File: config.mk
export PLATFORM = sky130hd
export DESIGN_NAME = eebf_top
export DESIGN_NICKNAME = d
export VERILOG_FILES = /design/src/hdl/eebf_buf2.v /design/src/hdl/eebf_top.v
export VERILOG_INCLUDE_DIRS = /design/src /design/src/shared
export SDC_FILE = /design/constraint.sdc
export NUM_CORES = 1
export LEC_CHECK = 0
export BUFFER_PORTS_ARGS = -buffer_cell sky130_fd_sc_hd__buf_2
export CAP_MARGIN = 20
export CORE_ASPECT_RATIO = 0.75
export CORE_MARGIN = 4
export CORE_UTILIZATION = 40
export CTS_CLUSTER_SIZE = 30
export DETAILED_ROUTE_END_ITERATION = 10
export PLACE_DENSITY = 0.53
export SLEW_MARGIN = 20
export SYNTH_ARGS = -nofsm -noshare
export SYNTH_HDL_FRONTEND = slang
export SYNTH_SLANG_ARGS = --single-unit
File: constraint.sdc
create_clock -name I_CLK -period 3.1 [get_ports I_CLK]
set_input_delay 0.62 -clock I_CLK [delete_from_list [all_inputs] [get_ports I_CLK]]
set_output_delay 0.62 -clock I_CLK [all_outputs]
set_load 0.1 [all_outputs]
File: src/shared/eebf_defs.vh
// Purpose: constants of the two-wire memory bus front end
// Assumes: 50 MHz system clock
// Notes: definitions only
`ifndef EEBF_DEFS_VH
`define EEBF_DEFS_VH
`define EEBF_CLK_MHZ 50
`define EEBF_TWR_US 5000
`define EEBF_TWR_CYC (`EEBF_TWR_US * `EEBF_CLK_MHZ)
`define EEBF_DEV_CODE 4'h5
`define EEBF_BYTE_BITS 8
`define EEBF_ERASED 8'hFF
`define EEBF_BUF_DEPTH 2
`endif

File: src/hdl/eebf_buf2.v
// Purpose: two-entry skid buffer with valid/ready on both sides
// Assumes: single clock, synchronous reset
// Notes: full and empty are exact; no word lost on a stall
`timescale 1ns/1ns
`default_nettype none
module eebf_buf2 #(
    parameter WIDTH = 8
) (
    // clock and reset
    input wire i_clk,
    input wire i_srst,
    // fill side
    input wire i_valid,
    output wire o_ready,
    input wire [WIDTH-1:0] i_data,
    // drain side
    output wire o_valid,
    input wire i_ready,
    output wire [WIDTH-1:0] o_data
);
    reg [WIDTH-1:0] mem_q [0:1]; // two entries
    reg wp_q; // write pointer
    reg rp_q; // read pointer
    reg [1:0] cnt_q; // occupancy
    wire push = i_valid && (cnt_q != 2'd2);
    wire pop = (cnt_q != 2'd0) && i_ready;
    assign o_ready = (cnt_q != 2'd2);
    assign o_valid = (cnt_q != 2'd0);
    assign o_data = mem_q[rp_q];
    ////////////////////////////////////////////////////////////////////////////
    // pointer and occupancy update
    always @(posedge i_clk) begin
        if (i_srst) begin
            wp_q <= 1'b0;
            rp_q <= 1'b0;
            cnt_q <= 2'd0;
        end else begin
            if (push) begin
                mem_q[wp_q] <= i_data;
                wp_q <= ~wp_q;
            end
            if (pop) begin
                rp_q <= ~rp_q;
            end
            if (push && !pop) begin
                cnt_q <= cnt_q + 2'd1;
            end else if (pop && !push) begin
                cnt_q <= cnt_q - 2'd1;
            end
        end
    end
endmodule // eebf_buf2
`default_nettype wire

File: src/hdl/eebf_top.v
// Purpose: bus-side front end of a two-wire serial memory
// Assumes: SCL and SDA are asynchronous, sampled at 50 MHz
// Notes: memory array lives outside; bytes leave through a 2-entry buffer
// Function
// RULE_01: SDA fall with SCL high is start
// RULE_02: master opens each transaction with start
// RULE_03: SDA rise with SCL high is stop
// RULE_04: stop during read returns to standby
// RULE_05: stop during write starts write cycle; code starts it only after a data byte and with write protect off
// RULE_06: data changes only while SCL low
// RULE_07: SDA change in SCL high never data
// RULE_08: three straps give eight addresses
// RULE_09: answer only when strap bits match
// RULE_10: straps pulled down, open reads zero
// RULE_11: SDA open drain, only drives low
// RULE_12: work on SCL rising or falling edges
// RULE_13: WP high protects, low/open does not
// RULE_14: erased memory reads all ones
// RULE_15: sample on rise, drive after fall
// RULE_16: byte of eight, ninth clock acknowledges
// RULE_17: master sends code, strap bits, R/W
// RULE_18: no acknowledge during internal write cycle
// RULE_19: protected writes blocked, data not acknowledged
`timescale 1ns/1ns
`default_nettype none
`include "eebf_defs.vh"
module eebf_top #(
    parameter TWR_CYC = `EEBF_TWR_CYC,
    parameter [7:0] ERASED = `EEBF_ERASED
) (
    // clock and reset
    input wire I_CLK,
    input wire I_SRST,
    // two-wire bus pins
    input wire I_SCL,
    input wire I_SDA,
    output reg O_SDA,
    output reg O_SDA_OE,
    // straps and write protect (pull-downs outside make open read 0)
    input wire I_ADDR_STRAP_0,
    input wire I_ADDR_STRAP_1,
    input wire I_ADDR_STRAP_2,
    input wire I_WP,
    // received byte stream toward the array
    output reg O_WR_VALID,
    input wire I_WR_READY,
    output reg [7:0] O_WR_DATA,
    output reg O_WR_FIRST,
    // read data from the array
    input wire [7:0] I_RD_DATA,
    input wire I_RD_VALID,
    output reg O_RD_REQ,
    // status
    output reg O_BUSY,
    output reg O_WRITE_START,
    output reg O_OVERRUN
);
    localparam S_IDLE = 6'b000001; // standby, waiting for start
    localparam S_ADDR = 6'b000010; // shifting device address
    localparam S_WRX = 6'b000100; // receiving write bytes
    localparam S_RDX = 6'b001000; // sending read bytes
    localparam S_IGN = 6'b010000; // not addressed, wait for stop/start
    localparam S_WCY = 6'b100000; // internal write cycle
    ////////////////////////////////////////////////////////////////////////////
    // two-flop synchronisers for all outside levels
    reg [1:0] scl_s_q, sda_s_q, wp_s_q;
    reg [2:0] strap_a_q, strap_b_q;
    reg scl_q, sda_q; // delayed synced copies for edge detection
    always @(posedge I_CLK) begin
        scl_s_q <= {scl_s_q[0], I_SCL};
        sda_s_q <= {sda_s_q[0], I_SDA};
        wp_s_q <= {wp_s_q[0], I_WP};
        // an open strap arrives as 0 through its pad pull-down [RULE_10]
        strap_a_q <= {I_ADDR_STRAP_2, I_ADDR_STRAP_1, I_ADDR_STRAP_0};
        strap_b_q <= strap_a_q;
        scl_q <= scl_s_q[1];
        sda_q <= sda_s_q[1];
    end
    wire scl = scl_s_q[1];
    wire sda = sda_s_q[1];
    wire scl_rise = scl && !scl_q; // [RULE_12]
    wire scl_fall = !scl && scl_q; // [RULE_12]
    // sda edges while scl stays high are conditions, never data
    wire start_det = scl && scl_q && sda_q && !sda; // [RULE_01] [RULE_07]
    wire stop_det = scl && scl_q && !sda_q && sda; // [RULE_03] [RULE_07]
    ////////////////////////////////////////////////////////////////////////////
    // protocol state
    reg [5:0] st_q; // one-hot state
    reg [3:0] bit_q; // bit index in frame, 8 = ack slot
    reg [7:0] sh_q; // shift register
    reg ack_q; // ninth-bit decision taken for this byte
    reg first_q; // next written byte is first of transaction
    reg [1:0] wcnt_q; // header bytes seen (word address hi/lo)
    reg got_data_q; // at least one data byte received
    reg prot_q; // write protect latched at start
    reg [31:0] twr_q; // write cycle timer
    reg [7:0] tx_q; // byte being sent
    reg rd_ack_q; // master acknowledge for read continuation
    // fifo in the write path
    wire buf_ready, buf_valid;
    wire [7:0] buf_data;
    reg push_q;
    reg [8:0] push_d_q; // {first,data}
    wire [8:0] buf_out;
    eebf_buf2 #(.WIDTH(9)) u_buf (
        .i_clk(I_CLK),
        .i_srst(I_SRST),
        .i_valid(push_q),
        .o_ready(buf_ready),
        .i_data(push_d_q),
        .o_valid(buf_valid),
        // pop exactly when the output stage takes the head, or a word repeats
        .i_ready(!O_WR_VALID || I_WR_READY),
        .o_data(buf_out)
    );
    assign buf_data = buf_out[7:0];
    ////////////////////////////////////////////////////////////////////////////
    // main sequencer: sample on scl rise, drive on scl fall
    always @(posedge I_CLK) begin
        if (I_SRST) begin
            st_q <= S_IDLE;
            bit_q <= 4'd0;
            sh_q <= 8'h00;
            ack_q <= 1'b0;
            first_q <= 1'b0;
            wcnt_q <= 2'd0;
            got_data_q <= 1'b0;
            prot_q <= 1'b0;
            twr_q <= 32'd0;
            tx_q <= ERASED; // [RULE_14]
            rd_ack_q <= 1'b0;
            push_q <= 1'b0;
            push_d_q <= 9'h000;
            O_SDA <= 1'b0;
            O_SDA_OE <= 1'b0;
            O_RD_REQ <= 1'b0;
            O_BUSY <= 1'b0;
            O_WRITE_START <= 1'b0;
            O_OVERRUN <= 1'b0;
        end else begin
            push_q <= 1'b0;
            O_RD_REQ <= 1'b0;
            O_WRITE_START <= 1'b0;
            O_SDA <= 1'b0; // only ever pull low [RULE_11]
            if (I_RD_VALID) begin
                tx_q <= I_RD_DATA;
            end
            if (st_q == S_WCY) begin
                // deaf to the bus until the cycle ends [RULE_18]
                O_SDA_OE <= 1'b0;
                if (twr_q == 32'd0) begin
                    st_q <= S_IDLE;
                    O_BUSY <= 1'b0;
                end else begin
                    twr_q <= twr_q - 32'd1;
                end
            end else if (stop_det) begin
                O_SDA_OE <= 1'b0;
                if (st_q == S_WRX && got_data_q && !prot_q) begin
                    st_q <= S_WCY; // [RULE_05]
                    twr_q <= TWR_CYC - 1;
                    O_BUSY <= 1'b1;
                    O_WRITE_START <= 1'b1;
                end else begin
                    st_q <= S_IDLE; // read abandoned [RULE_04]
                end
            end else if (start_det) begin
                // bus ignored until this point [RULE_02]
                st_q <= S_ADDR;
                bit_q <= 4'd0;
                // a refused address leaves the ack flag set; clear it here
                ack_q <= 1'b0;
                O_SDA_OE <= 1'b0;
                prot_q <= wp_s_q[1]; // [RULE_13]
            end else if (st_q != S_IDLE && st_q != S_IGN) begin
                if (scl_rise && bit_q < 4'd8) begin
                    sh_q <= {sh_q[6:0], sda}; // [RULE_15] [RULE_06]
                    bit_q <= bit_q + 4'd1;
                end else if (scl_rise) begin
                    rd_ack_q <= !sda; // master ack during reads
                end
                if (scl_fall) begin
                    if (bit_q == 4'd8 && !ack_q) begin
                        // end of byte: decide ack for ninth clock [RULE_16]
                        ack_q <= 1'b1;
                        case (st_q)
                            S_ADDR: begin
                                // device code, then strap bits [RULE_08] [RULE_09] [RULE_17]
                                if (sh_q[7:4] == `EEBF_DEV_CODE
                                        && sh_q[3:1] == strap_b_q) begin
                                    O_SDA_OE <= 1'b1;
                                    st_q <= sh_q[0] ? S_RDX : S_WRX;
                                    first_q <= 1'b1;
                                    wcnt_q <= 2'd0;
                                    got_data_q <= 1'b0;
                                    O_RD_REQ <= sh_q[0];
                                end else begin
                                    st_q <= S_IGN;
                                end
                            end
                            S_WRX: begin
                                if (wcnt_q != 2'd2) begin
                                    wcnt_q <= wcnt_q + 2'd1;
                                    O_SDA_OE <= 1'b1;
                                end else begin
                                    got_data_q <= 1'b1;
                                    O_SDA_OE <= !prot_q; // [RULE_19]
                                end
                                if (!prot_q || wcnt_q != 2'd2) begin
                                    // address bytes and unprotected data flow on
                                    push_q <= 1'b1;
                                    push_d_q <= {first_q, sh_q};
                                    O_OVERRUN <= O_OVERRUN | !buf_ready;
                                end
                                first_q <= 1'b0;
                            end
                            default: begin
                                // read: master owns the ack slot
                                O_SDA_OE <= 1'b0;
                            end
                        endcase
                    end else if (bit_q == 4'd8) begin
                        // ninth clock over: release, next byte
                        ack_q <= 1'b0;
                        bit_q <= 4'd0;
                        O_SDA_OE <= 1'b0;
                        if (st_q == S_RDX && (rd_ack_q || first_q)) begin
                            O_SDA_OE <= !tx_q[7];
                            tx_q <= {tx_q[6:0], 1'b1};
                            first_q <= 1'b0;
                        end else if (st_q == S_RDX) begin
                            st_q <= S_IGN; // no ack: master will stop
                        end
                    end else if (st_q == S_RDX && bit_q != 4'd0) begin
                        // shift next read bit out after the fall [RULE_15]
                        if (bit_q == 4'd7) begin
                            O_RD_REQ <= 1'b1; // prefetch next byte
                        end
                        O_SDA_OE <= (bit_q < 4'd8) ? !tx_q[7] : 1'b0;
                        tx_q <= {tx_q[6:0], 1'b1};
                    end
                end
            end
        end
    end
    ////////////////////////////////////////////////////////////////////////////
    // output stage of the write stream, registered
    always @(posedge I_CLK) begin
        if (I_SRST) begin
            O_WR_VALID <= 1'b0;
            O_WR_DATA <= 8'h00;
            O_WR_FIRST <= 1'b0;
        end else if (!O_WR_VALID || I_WR_READY) begin
            O_WR_VALID <= buf_valid;
            O_WR_DATA <= buf_data;
            O_WR_FIRST <= buf_out[8];
        end
    end
endmodule // eebf_top
`default_nettype wire

==> flow_summary.yaml <==
synth:
  ys_ff_latch: 126
  synth_warnings: 0
  ys.flop_type: "dfxtp_1"
  syn_avg_cell_area_um2: 9.877
  synthTopCellsByArea: "dfxtp_1 41%, edfxtp_1 10%, mux2i_1 6.6%, nor2_1 4.5%, xnor2_1 2.5%"
  async_flop_share_pct: 0
  yosysMostFrequentCell: "dfxtp_1"
  ys_seq_area_share_pct: 50.86
  synth_top_cell_by_area: "dfxtp_1"
  synth_top_area_share_pct: 40.69
  synth_nets: 562
  syn-cell-area_mm2: 0.005314
  synthCells: 538
  synth.distinct_cells: 58
  synth_edf_count: 18
  synth_common_cells: "108 x dfxtp_1, 64 x nor2_1, 35 x mux2i_1"
floorplanning:
  fp.dieArea_mm2: 0.01521
  die_h_um: 107.8
  rows: 36
  io_pins: 34
  core_area_mm2: 0.01302
  die_x_um: 141.1
  start_util_pct: 40.82
cts:
  htree_levels: 4
  numCtsBuffers: 17
  clock-sinks: 126
  postCtsHoldBufs: 0
  cts_root_buf: "clkbuf_16"
  post_cts_buffers: 0
  clk_latency_ns: 0.42
  cts_resized: 0
  clockBufferDepth: 2
  cts_tree: "built"
  clk_pin_slew_ns: 0.06
critical_path:
  crit_path_start: "twr_q[24]"
  crit_required_ns: 3.44
  startpoint_type: "flip-flop"
  rr_worst_depth: 6
  r2r_end: "st_q[3]"
  rrSetupSlack_ns: 0.31
  worstReg2RegStart: "twr_q[24]"
  critPathKind: "flip-flop to flip-flop"
  end_kind: "flip-flop"
  cp.arrival_ns: 3.13
  path_max_fanout: 10
pwr:
  finalPower_uw: 3867
  leakage_uw: 0.002451
  peakVddDrop_mv: 0.3833
  p_per_area_mw_per_mm2: 609.9
run_status:
  outcome: "finished, final reports clean"
worst_hold_path:
  worstHoldPathType: "input port to flip-flop"
  holdPathStages: 1
  hold_end: "strap_a_q[0]"
  hold_start: "I_ADDR_STRAP_0"
global_routing:
  antenna_found_initial: 0
  track_usage_pct: 15.80
  grt_pass1_wl_mm: 19.26
  grt_pass1_vias: 3968
  grt_max_degree: 52
  overflow: 0
sta:
  setup_violations: 0
  rsz0062_at_grt: "no"
  post-route-min-period_ns: 2.792
  tightest_slew_ns: 0.6228
  period_share_pct: 90.06
  relSlewSlack_pct: 58.42
  clock_skew_ns: 0.008120
  fin_setup_tns_ns: 0
  hold_viol_final: 0
  drv_slew: 0
  fmax_mhz: 358.2
final_layout:
  regArea_mm2: 0.002703
  instances_no_fill: 767
  final_layout_size_suffix_gt1_share_pct: 16.28
  nets: 607
  fill_cells: 1213
  syn2layout_area_growth_pct: 19.33
  multi_input_area_mm2: 0.002470
  num_antenna_cells: 0
flow_run:
  drv_cap: 0
detailed_routing:
  routed_wl_mm: 11.16
  num_vias: 4024
  drc: 0
  post_drt_wl_per_cell_um: 14.55
  vias_per_cell: 5.246
  first_pass_iters: 5
  ant_nets: 0
  drtIter0Drc: 233
placed_design:
  portBuffers: 32
  gp_congestion: 0.8080
  dp_cells: 735
  dpl.hpwl_mm: 7.654
[critical path: stages, from the launching register on]
cell and delay (ns):
dfxtp_1 0.35, or4_4 0.56, or4_1 0.57, nor4_4 0.38, o22ai_2 0.21, or4_1 0.51, a21oi_1 0.14
[report_power, final]
| group | total (uW) | switching [uW] | internal, uW |
|---|---|---|---|
| sequential | 1700 | 22.8 | 1680 |
| combinational | 173 | 117 | 56.3 |
| clock | 1990 | 798 | 1190 |
[through the flow]
step	instance area, um2	setup WS [ns]	util [%]	hold WS [ns]
floorplan	5314	0.5751	-	0.3096
global placement	5734	0.3840	44.05	0.3100
detailed placement	5734	0.3201	44.05	0.3132
CTS	6341	0.3037	48.71	0.2804
global route	6341	0.1431	48.71	0.2731
finish	6341	0.3082	48.71	0.3006
[state kept, by name (all words and copies together) (netlist names), 4 cells and up]
signal,count
O_WR_DATA,8
bit_q,4
u_buf.mem_q,18
twr_q,32
tx_q,8
push_d_q,9
sh_q,8
st_q,6
[per-layer routing]
| metal | global-route usage, % | up-vias | share of wire [%] |
|---|---|---|---|
| met5 | 0 | - | 0 |
| met4 | 4.910 | 0 | 1.1 |
| met3 | 5.373 | 13 | 3.8 |
| met2 | 23.11 | 61 | 43 |
| met1 | 21.96 | 1907 | 53 |
| li1 | - | 2043 | - |
[cells by family after synthesis]
| logic type | count (synthesis) | synth area share [%] |
|---|---|---|
| simple gates | 211 | 21.47 |
| flops | 126 | 50.86 |
| compound gates | 85 | 10.55 |
| mux | 42 | 8.076 |
| buf+inv | 38 | 2.778 |
| xor+xnor | 29 | 4.780 |
| fa+ha+maj | 6 | 1.413 |
| other cells | 1 | 0.07057 |
[cells in the final DEF, fill, tap and decap left out, types with 8 or more instances in the layout]
cell	n
nand2b_1	15
clkbuf_16	20
o21ai_0	14
a211oi_1	17
buf_4	18
edfxtp_1	18
or3_1	18
xor2_1	14
nand2_1	28
xnor2_1	15
mux2i_1	35
inv_1	14
nor4_1	13
a21oi_1	26
dfxtp_1	108
nor3_1	21
nand3_1	8
buf_2	32
nor2_1	64
or4_1	10
[worst max-delay path by stage]
stage / to / slack (ns) / depth (start not counted)
detailed placement: st_q[3] / 0.32 / 6
global placement: st_q[3] / 0.38 / 6
CTS: st_q[3] / 0.30 / 6
global route: st_q[3] / 0.14 / 6
floorplan: st_q[3] / 0.58 / 7
finish: st_q[3] / 0.31 / 6
[layout make-up]
class	instances	area share [%]
clock buffer	20	7.893
timing repair buffer	50	4.657
multi-input combinational	374	38.95
sequential	126	42.62
clock inverter	12	1.677
tap	171	3.374
inverter	14	0.8287
(Power assumes the default switching activity.)
